==> config.mk <==
export PLATFORM = sky130hd
export DESIGN_NAME = chb_target
export DESIGN_NICKNAME = d
export VERILOG_FILES = /design/src/hdl/chb_pkg.sv /design/src/hdl/chb_target.sv
export SDC_FILE = /design/constraint.sdc
export NUM_CORES = 1
export LEC_CHECK = 0
export BUFFER_PORTS_ARGS = -buffer_cell sky130_fd_sc_hd__buf_2
export CORE_ASPECT_RATIO = 0.75
export CORE_MARGIN = 3
export CORE_UTILIZATION = 61
export DETAILED_ROUTE_END_ITERATION = 7
export GPL_TIMING_DRIVEN = 0
export PLACE_DENSITY = 0.84
export SYNTH_ARGS = -nofsm -noshare
export SYNTH_HDL_FRONTEND = slang
export SYNTH_SLANG_ARGS = --single-unit
==> constraint.sdc <==
create_clock -name CLK -period 3.7 [get_ports CLK]
set_input_delay 0.74 -clock CLK [delete_from_list [all_inputs] [get_ports CLK]]
set_output_delay 0.74 -clock CLK [all_outputs]
set_load 0.1 [all_outputs]
==> src/hdl/chb_pkg.sv <==
// Purpose: shared constants and types of the compact host bus target
// Assumes: one 25 MHz clock, host pins sampled through synchronisers
// Notes: phase field positions are local choices
package chb_pkg;
	// ==========================================================
	// timing
	localparam int CLK_PERIOD_NS = 40;
	localparam int DRIVEBACK_NS = 160;
	// least time, rounded up
	localparam int DRIVEBACK_CYC = (DRIVEBACK_NS + CLK_PERIOD_NS - 1) / CLK_PERIOD_NS;
	localparam logic [2:0] DRIVEBACK_LOAD = 3'(DRIVEBACK_CYC - 1);
	// ==========================================================
	// phase field and synchroniser bit positions
	localparam int PH2_ADDR_LSB = 8;
	localparam int PH2_CMD_LSB = 0;
	localparam int SYNC_W = 21;
	localparam int SY_HCLK = 16;
	localparam int SY_ALE = 17;
	localparam int SY_CMD = 18;
	localparam int SY_RST = 19;
	localparam int SY_SPK = 20;
	// ==========================================================
	// reset values
	localparam logic [15:0] BUS_RST = 16'h0000;
	localparam logic [SYNC_W-1:0] SYNC_RST = 21'h04_0000;
	// ==========================================================
	// types
	typedef enum logic [2:0] {
		CMD_IO_RD, CMD_IO_WR, CMD_MEM_RD, CMD_MEM_WR, CMD_DACK, CMD_RSV5, CMD_RSV6, CMD_RSV7
	} chb_cmd_t;
	typedef enum {
		ST_IDLE, ST_CLAIM, ST_DATA, ST_SLOT, ST_HOLD, ST_BACKOFF, ST_DRIVE, ST_DRWAIT
	} chb_state_t;
	typedef struct packed {
		logic [23:0] addr;
		chb_cmd_t cmd;
		logic [15:0] wdata;
	} chb_slot_req_t;
endpackage : chb_pkg

==> src/hdl/chb_target.sv <==
// Purpose: peripheral end of the compact multiplexed host bus
// Assumes: host pins are asynchronous to CLK and pass three flip-flops
// Notes: slot side is a plain request/done handshake on CLK
// ==========================================================
module chb_target #(
	parameter logic [23:0] ADDR_BASE = 24'h00_03e0,
	parameter logic [23:0] ADDR_MASK = 24'hff_fff0,
	parameter int REQ_W = 8
) (
	input wire logic CLK,
	input wire logic RST_N,
	input wire logic [15:0] MUXED_HOST_BUS_I,
	output logic [15:0] MUXED_HOST_BUS_O,
	output logic MUXED_HOST_BUS_OE,
	input wire logic HOST_BUS_CLOCK,
	input wire logic ALE,
	input wire logic CMD_N,
	input wire logic BUS_RESET,
	output logic SELECT_BACKOFF_N_O,
	output logic SELECT_BACKOFF_N_OE,
	output logic READY_O,
	output logic READY_OE,
	input wire logic SPEAKER_IN,
	output logic SPEAKER_OUT,
	input wire logic [REQ_W-1:0] IRQ_PEND,
	input wire logic [REQ_W-1:0] DRQ_PEND,
	output logic SLOT_REQ,
	output chb_pkg::chb_slot_req_t SLOT_CYCLE,
	input wire logic SLOT_DONE,
	input wire logic [15:0] SLOT_RDATA
);
	// ==========================================================
	// pin synchronisers
	function automatic logic [chb_pkg::SYNC_W-1:0] agree(
		input logic [chb_pkg::SYNC_W-1:0] s2,
		input logic [chb_pkg::SYNC_W-1:0] s3,
		input logic [chb_pkg::SYNC_W-1:0] held
	);
		agree = (s2 & s3) | (held & (s2 ^ s3));
	endfunction

	logic [chb_pkg::SYNC_W-1:0] sy1_reg, sy2_reg, sy3_reg, filt_reg, prev_reg;
	wire [chb_pkg::SYNC_W-1:0] pins = {SPEAKER_IN, BUS_RESET, CMD_N, ALE, HOST_BUS_CLOCK,
		MUXED_HOST_BUS_I};
	wire [chb_pkg::SYNC_W-1:0] filt_next = agree(sy2_reg, sy3_reg, filt_reg);

	always_ff @(posedge CLK) begin
		if (!RST_N) begin
			sy1_reg <= chb_pkg::SYNC_RST;
			sy2_reg <= chb_pkg::SYNC_RST;
			sy3_reg <= chb_pkg::SYNC_RST;
			filt_reg <= chb_pkg::SYNC_RST;
			prev_reg <= chb_pkg::SYNC_RST;
		end else begin
			sy1_reg <= pins;
			sy2_reg <= sy1_reg;
			sy3_reg <= sy2_reg;
			filt_reg <= filt_next;
			prev_reg <= filt_reg;
		end
	end

	wire [15:0] bus_f = filt_reg[15:0];
	wire ale_f = filt_reg[chb_pkg::SY_ALE];
	wire cmd_f = !filt_reg[chb_pkg::SY_CMD];
	wire rst_f = filt_reg[chb_pkg::SY_RST];
	wire hclk_rise = filt_reg[chb_pkg::SY_HCLK] & !prev_reg[chb_pkg::SY_HCLK];
	wire ale_rise = ale_f & !prev_reg[chb_pkg::SY_ALE];
	wire ale_fall = !ale_f & prev_reg[chb_pkg::SY_ALE];
	// bus reset joins the local reset
	wire rst = !RST_N | rst_f;

	// ==========================================================
	// cycle sequencer
	chb_pkg::chb_state_t state_reg, state_next;
	logic [15:0] addr_lo_reg;
	logic [15:0] phase2_reg;
	logic [15:0] wdata_reg, rdata_reg;
	logic claim_reg;
	logic [2:0] cnt_reg;

	wire [23:0] addr_full = {phase2_reg[chb_pkg::PH2_ADDR_LSB +: 8], addr_lo_reg};
	wire [23:0] addr_now = {bus_f[chb_pkg::PH2_ADDR_LSB +: 8], addr_lo_reg};
	wire claim_now = (addr_now & ADDR_MASK) == ADDR_BASE;
	wire chb_pkg::chb_cmd_t cmd_code = chb_pkg::chb_cmd_t'(phase2_reg[chb_pkg::PH2_CMD_LSB +: 3]);
	wire is_read = (cmd_code == chb_pkg::CMD_IO_RD) || (cmd_code == chb_pkg::CMD_MEM_RD);
	wire pending = |{IRQ_PEND, DRQ_PEND};

	always_comb begin
		state_next = state_reg;
		case (state_reg)
			chb_pkg::ST_IDLE: begin
				// phase two moves the cycle on
				if (ale_rise) begin
					state_next = chb_pkg::ST_CLAIM;
				end else if (!ale_f && pending && !cmd_f) begin
					state_next = chb_pkg::ST_BACKOFF;
				end
			end
			chb_pkg::ST_CLAIM: begin
				if (ale_fall) begin
					state_next = claim_reg ? chb_pkg::ST_DATA : chb_pkg::ST_IDLE;
				end
			end
			chb_pkg::ST_DATA: begin
				// the host strobe opens the data phase
				if (cmd_f) begin
					state_next = chb_pkg::ST_SLOT;
				end
			end
			chb_pkg::ST_SLOT: begin
				if (SLOT_DONE) begin
					state_next = chb_pkg::ST_HOLD;
				end
			end
			chb_pkg::ST_HOLD: begin
				if (!cmd_f) begin
					state_next = chb_pkg::ST_IDLE;
				end
			end
			chb_pkg::ST_BACKOFF: begin
				if (ale_rise) begin
					state_next = chb_pkg::ST_CLAIM;
				end else if (cmd_f) begin
					state_next = chb_pkg::ST_DRIVE;
				end else if (!pending) begin
					state_next = chb_pkg::ST_IDLE;
				end
			end
			chb_pkg::ST_DRIVE: begin
				if (cnt_reg == 3'h0) begin
					state_next = chb_pkg::ST_DRWAIT;
				end
			end
			chb_pkg::ST_DRWAIT: begin
				if (!cmd_f) begin
					state_next = chb_pkg::ST_IDLE;
				end
			end
			default: begin
				state_next = chb_pkg::ST_IDLE;
			end
		endcase
		if (rst) begin
			state_next = chb_pkg::ST_IDLE;
		end
	end

	// word driven back, requests in both bytes
	wire [15:0] drive_word = {8'(DRQ_PEND), 8'(IRQ_PEND)};
	wire enter_slot = (state_reg == chb_pkg::ST_DATA) && (state_next == chb_pkg::ST_SLOT);
	wire enter_drive = (state_reg != chb_pkg::ST_DRIVE) && (state_next == chb_pkg::ST_DRIVE);
	wire claim_reg_next = (state_reg != chb_pkg::ST_CLAIM) ? claim_now : claim_reg;
	wire sel_next = (state_next == chb_pkg::ST_CLAIM && claim_reg_next) ||
		(state_next == chb_pkg::ST_BACKOFF);
	// ready low extends the slot access
	// ready low then high paces the drive-back
	wire rdy_drive_next = (state_next == chb_pkg::ST_SLOT) || (state_next == chb_pkg::ST_HOLD) ||
		(state_next == chb_pkg::ST_DRIVE) || (state_next == chb_pkg::ST_DRWAIT);
	wire rdy_level_next = (state_next == chb_pkg::ST_HOLD) || (state_next == chb_pkg::ST_DRWAIT);
	wire bus_oe_next = (state_next == chb_pkg::ST_HOLD && is_read) ||
		(state_next == chb_pkg::ST_DRIVE) || (state_next == chb_pkg::ST_DRWAIT);
	wire [15:0] bus_o_next = (state_next == chb_pkg::ST_HOLD) ?
		(SLOT_DONE ? SLOT_RDATA : rdata_reg) : drive_word;

	always_ff @(posedge CLK) begin
		if (rst) begin
			state_reg <= chb_pkg::ST_IDLE;
			addr_lo_reg <= chb_pkg::BUS_RST;
			phase2_reg <= chb_pkg::BUS_RST;
			wdata_reg <= chb_pkg::BUS_RST;
			rdata_reg <= chb_pkg::BUS_RST;
			claim_reg <= 1'b0;
			cnt_reg <= 3'h0;
		end else begin
			state_reg <= state_next;
			// address phase on host clock rise
			if (hclk_rise && state_reg == chb_pkg::ST_IDLE) begin
				addr_lo_reg <= bus_f;
			end
			// address and command on ALE rise
			if (ale_rise && state_next == chb_pkg::ST_CLAIM) begin
				phase2_reg <= bus_f;
				claim_reg <= claim_now;
			end
			if (enter_slot) begin
				wdata_reg <= bus_f;
			end
			if (state_reg == chb_pkg::ST_SLOT && SLOT_DONE) begin
				rdata_reg <= SLOT_RDATA;
			end
			if (enter_drive) begin
				cnt_reg <= chb_pkg::DRIVEBACK_LOAD;
			end else if (cnt_reg != 3'h0) begin
				cnt_reg <= cnt_reg - 3'h1;
			end
		end
	end

	// ==========================================================
	// registered pins
	always_ff @(posedge CLK) begin
		if (rst) begin
			SELECT_BACKOFF_N_O <= 1'b1;
			SELECT_BACKOFF_N_OE <= 1'b0;
			READY_O <= 1'b1;
			READY_OE <= 1'b0;
			MUXED_HOST_BUS_O <= chb_pkg::BUS_RST;
			MUXED_HOST_BUS_OE <= 1'b0;
			SLOT_REQ <= 1'b0;
			SLOT_CYCLE <= '0;
		end else begin
			// shared line only ever tri-state driven
			SELECT_BACKOFF_N_O <= !sel_next;
			SELECT_BACKOFF_N_OE <= sel_next;
			READY_O <= rdy_level_next;
			READY_OE <= rdy_drive_next;
			MUXED_HOST_BUS_O <= bus_o_next;
			MUXED_HOST_BUS_OE <= bus_oe_next;
			// host cycle handed to the slot side
			SLOT_REQ <= enter_slot;
			if (enter_slot) begin
				SLOT_CYCLE <= '{addr: addr_full, cmd: cmd_code, wdata: bus_f};
			end
		end
	end

	always_ff @(posedge CLK) begin
		if (!RST_N) begin
			SPEAKER_OUT <= 1'b0;
		end else begin
			SPEAKER_OUT <= filt_reg[chb_pkg::SY_SPK];
		end
	end
endmodule // chb_target

==> results by group <==
Synth
  – Async S/R FF share, synth: 0
  – Number of synthesized flops with an enable pin: 0
  – Top-area cell type share of the netlist area: 0.555
  – Synthesized area: ~0.0083 sq mm
  – YS warnings: 0
  – Avg Inst Size Synth: around 10 sq um
  – Top post-synthesis cells by count: dfxtp_1, nand2_1, mux2i_1
  – Register area share after synthesis: 0.555
  – Library cells used by synthesis: between 50 and 60
  – Primary FF master, synth: dfxtp_1
  – Yosys reg bits: 231
  – Most frequent cell after synthesis: dfxtp_1
  – Synth area leader: dfxtp_1
  – Top cells by area, synth: dfxtp_1, mux2i_1, nand2_1
  – Post-Syn Instances: around 800

Hold path
  – Hold path cells: 2
  – Hold Path Class: in -> reg
  – Worst Hold Launch: CMD_N
  – Hold EP: sy1_reg[18]

Setup path
  – Req. time, crit path: approximately 4.1 ns
  – Max FO, Critical Path: 10
  – R2R Path End: rdata_reg[12]
  – Startpoint Class: input port
  – Worst R2R Setup Slack: roughly 1.0 ns
  – Worst r2r src: state_reg[25]
  – Critical path type: in -> reg
  – Critical Path End Type: flip-flop
  – Arrival @ worst endpoint: 3.21 ns
  – Worst R2R Path Depth: 7

Die
  – Die width: 141 um
  – Die Ht: 107 um
  – # IOs: 122
  – Die ar.: between 0.015 and 0.02 sq mm
  – # rows: 36
  – Core area: around 0.013 sq mm
  – Initial Utilization: 0.633

Global routing
  – Gr usage total: 0.239
  – Global route overflow: 0
  – First-pass GRT wire length: between 20000 and 30000 um
  – Vias in the first global route: 6048
  – Largest net degree at the start of global routing: 15
  – Antenna violations before repair: 0

Cells and area
  – Final nets: approximately 1100
  – Area grow syn2layout: 19.0%
  – Finished Cell Area: between 0.009 and 0.01 sq mm
  – Diodes inserted: 0
  – Largest register FFs: 43
  – Share of post-route cells with drive strength above 1: 0.186
  – Util after Layout: 0.754

Power
  – Total power: approximately 5 mW
  – Worst vdd ir: between 0.4 and 0.5 mV
  – Power per Cell Area: 501 mW/mm^2
  – Pleak: between 4 and 5 nW

Timing
  – RSZ-0062 raised after global routing: no
  – Final setup vio count: 0
  – Clock Skew: between 0.009 and 0.01 ns
  – Headroom to the max-slew limit: 0.418
  – Period utilisation layout: 0.757
  – Final min period: between 2 and 3 ns
  – Worst hold slack: around 0.42 ns
  – Pins over their slew limit: 0
  – Final hold vios: 0
  – Setup TNS: 0 ns
  – Worst-Margin Slew: a little under 0.9 ns
  – Max Fclk: between 300 and 400 MHz

Clock tree
  – Setup Buffers After CTS: 0
  – Clk root buf: clkbuf_16
  – Clk slew on worst S/H paths: about 0.06 ns
  – Clock Path Buffers: 3
  – CTS Buf Count: 22
  – Hold_buf cts: 0
  – CTS resizes: 0
  – Htree depth: 1
  – Worst-skew pair later-pin latency: about 0.5 ns
  – CTS sink count: around 230
  – CTS tree: built

Route
  – Routed vias/inst: between 5 and 6
  – DRC viols: 0
  – First DRT Iteration DRCs: 431
  – Routed Antenna Nets: 0
  – DRT Pass-1 Iters: 5
  – Routed wire per std cell: between 15 and 20 um
  – Via count: around 6200
  – Final WL: around 18000 um

Placement
  – Number of port buffers: 120
  – HPWL after detailed placement: between 10000 and 15000 um
  – DP Area: ~0.0093 sq mm
  – Gpl congestion: 0.903

Run status
  – Status: finished, final reports clean

Run
  – # Max-Cap Violations: 0
## per-layer routing
layer | track usage | vias up | part of all wire
met1 | 0.348 | 2874 | 0.47
met3 | 0.0459 | 32 | 0.076
li1 | - | 3071 | -
met2 | 0.367 | 243 | 0.43
met5 | 0 | - | 0
met4 | 0.0622 | 0 | 0.021
## final cells by class
cell class	count	area, sq um
clock buffers	30	611
multi-input cells	548	3570
plain buffers	45	219
inverters	7	26.3
well taps	171	214
repair buffers	120	601
fillers	937	3240
flip-flops and latches	231	4620
clock inverters	8	55.1
## worst max-delay path by stage
| stage | depth (start not counted) | to | from | slack (ns) |
|---|---|---|---|---|
| finish | 8 | MUXED_HOST_BUS_O[7] | DRQ_PEND[3] | 0.90 |
| global placement | 7 | MUXED_HOST_BUS_OE | DRQ_PEND[3] | 0.46 |
| floorplan | 7 | phase2_reg[10] | IRQ_PEND[3] | 1.15 |
| global route | 7 | rdata_reg[9] | state_reg[25] | 0.67 |
| detailed placement | 7 | READY_OE | DRQ_PEND[3] | 0.44 |
| CTS | 7 | MUXED_HOST_BUS_OE | DRQ_PEND[3] | 0.97 |
## cell families (layout without fill, tap and decap cells)
kind of cell / after synthesis / in the layout / share of synthesized area
buffers and inverters: 52 / 210 / 0.0294
other: 1 / 29 / 0.000450
XOR/XNOR: 1 / 1 / 0.00105
adder cells (fa/ha/maj): 23 / 23 / 0.0345
AND/OR/NAND/NOR: 314 / 314 / 0.194
AO/OA/AOI/OAI: 89 / 89 / 0.0748
multiplexers: 92 / 92 / 0.111
flip-flops: 231 / 231 / 0.555
## power by group
group | switching (mW) | leakage (nW) | total (mW) | internal (mW)
sequential | 0.0316 | 1.89 | 2.59 | 2.56
combinational | 0.211 | 2.14 | 0.321 | 0.110
clock | 0.897 | 0.333 | 2.06 | 1.16
## critical path, stage by stage
cell      delay, ns
buf_2          0.11
nor4_1         0.51
a41oi_1        0.35
o21a_1         0.29
a21oi_2        0.31
clkbuf_1       0.39
a41oi_1        0.25
a211oi_2       0.26
## layout by cell type, fill, tap and decap left out, types with 4 or more instances in the layout
cell	synthesis	routed
nor2b_1	23	23
buf_2	7	127
conb_1	1	29
nor2_1	24	24
nor3_1	6	6
o22ai_1	6	6
a21oi_1	38	38
nand2_1	140	140
inv_1	7	7
a41oi_1	13	13
nand2b_1	10	10
mux2i_1	91	91
nand4_1	5	5
clkinv_2	0	6
a211oi_2	5	5
a211oi_1	7	7
and2_1	64	64
buf_6	4	4
clkbuf_1	31	36
dfxtp_1	231	231
clkbuf_16	0	22
nand3_1	5	5
nor4_1	15	15
ha_1	23	23
## metrics by stage
| step | cells | setup slack, ns |
|---|---|---|
| 4_1_cts | 1160 | 0.972 |
| 5_1_grt | 1160 | 0.666 |
| 3_5_place_dp | 1122 | 0.443 |
| 2_1_floorplan | 831 | 1.15 |
| 6_report | 1160 | 0.900 |
| 3_3_place_gp | 1122 | 0.459 |
(Power assumes the default switching activity.)
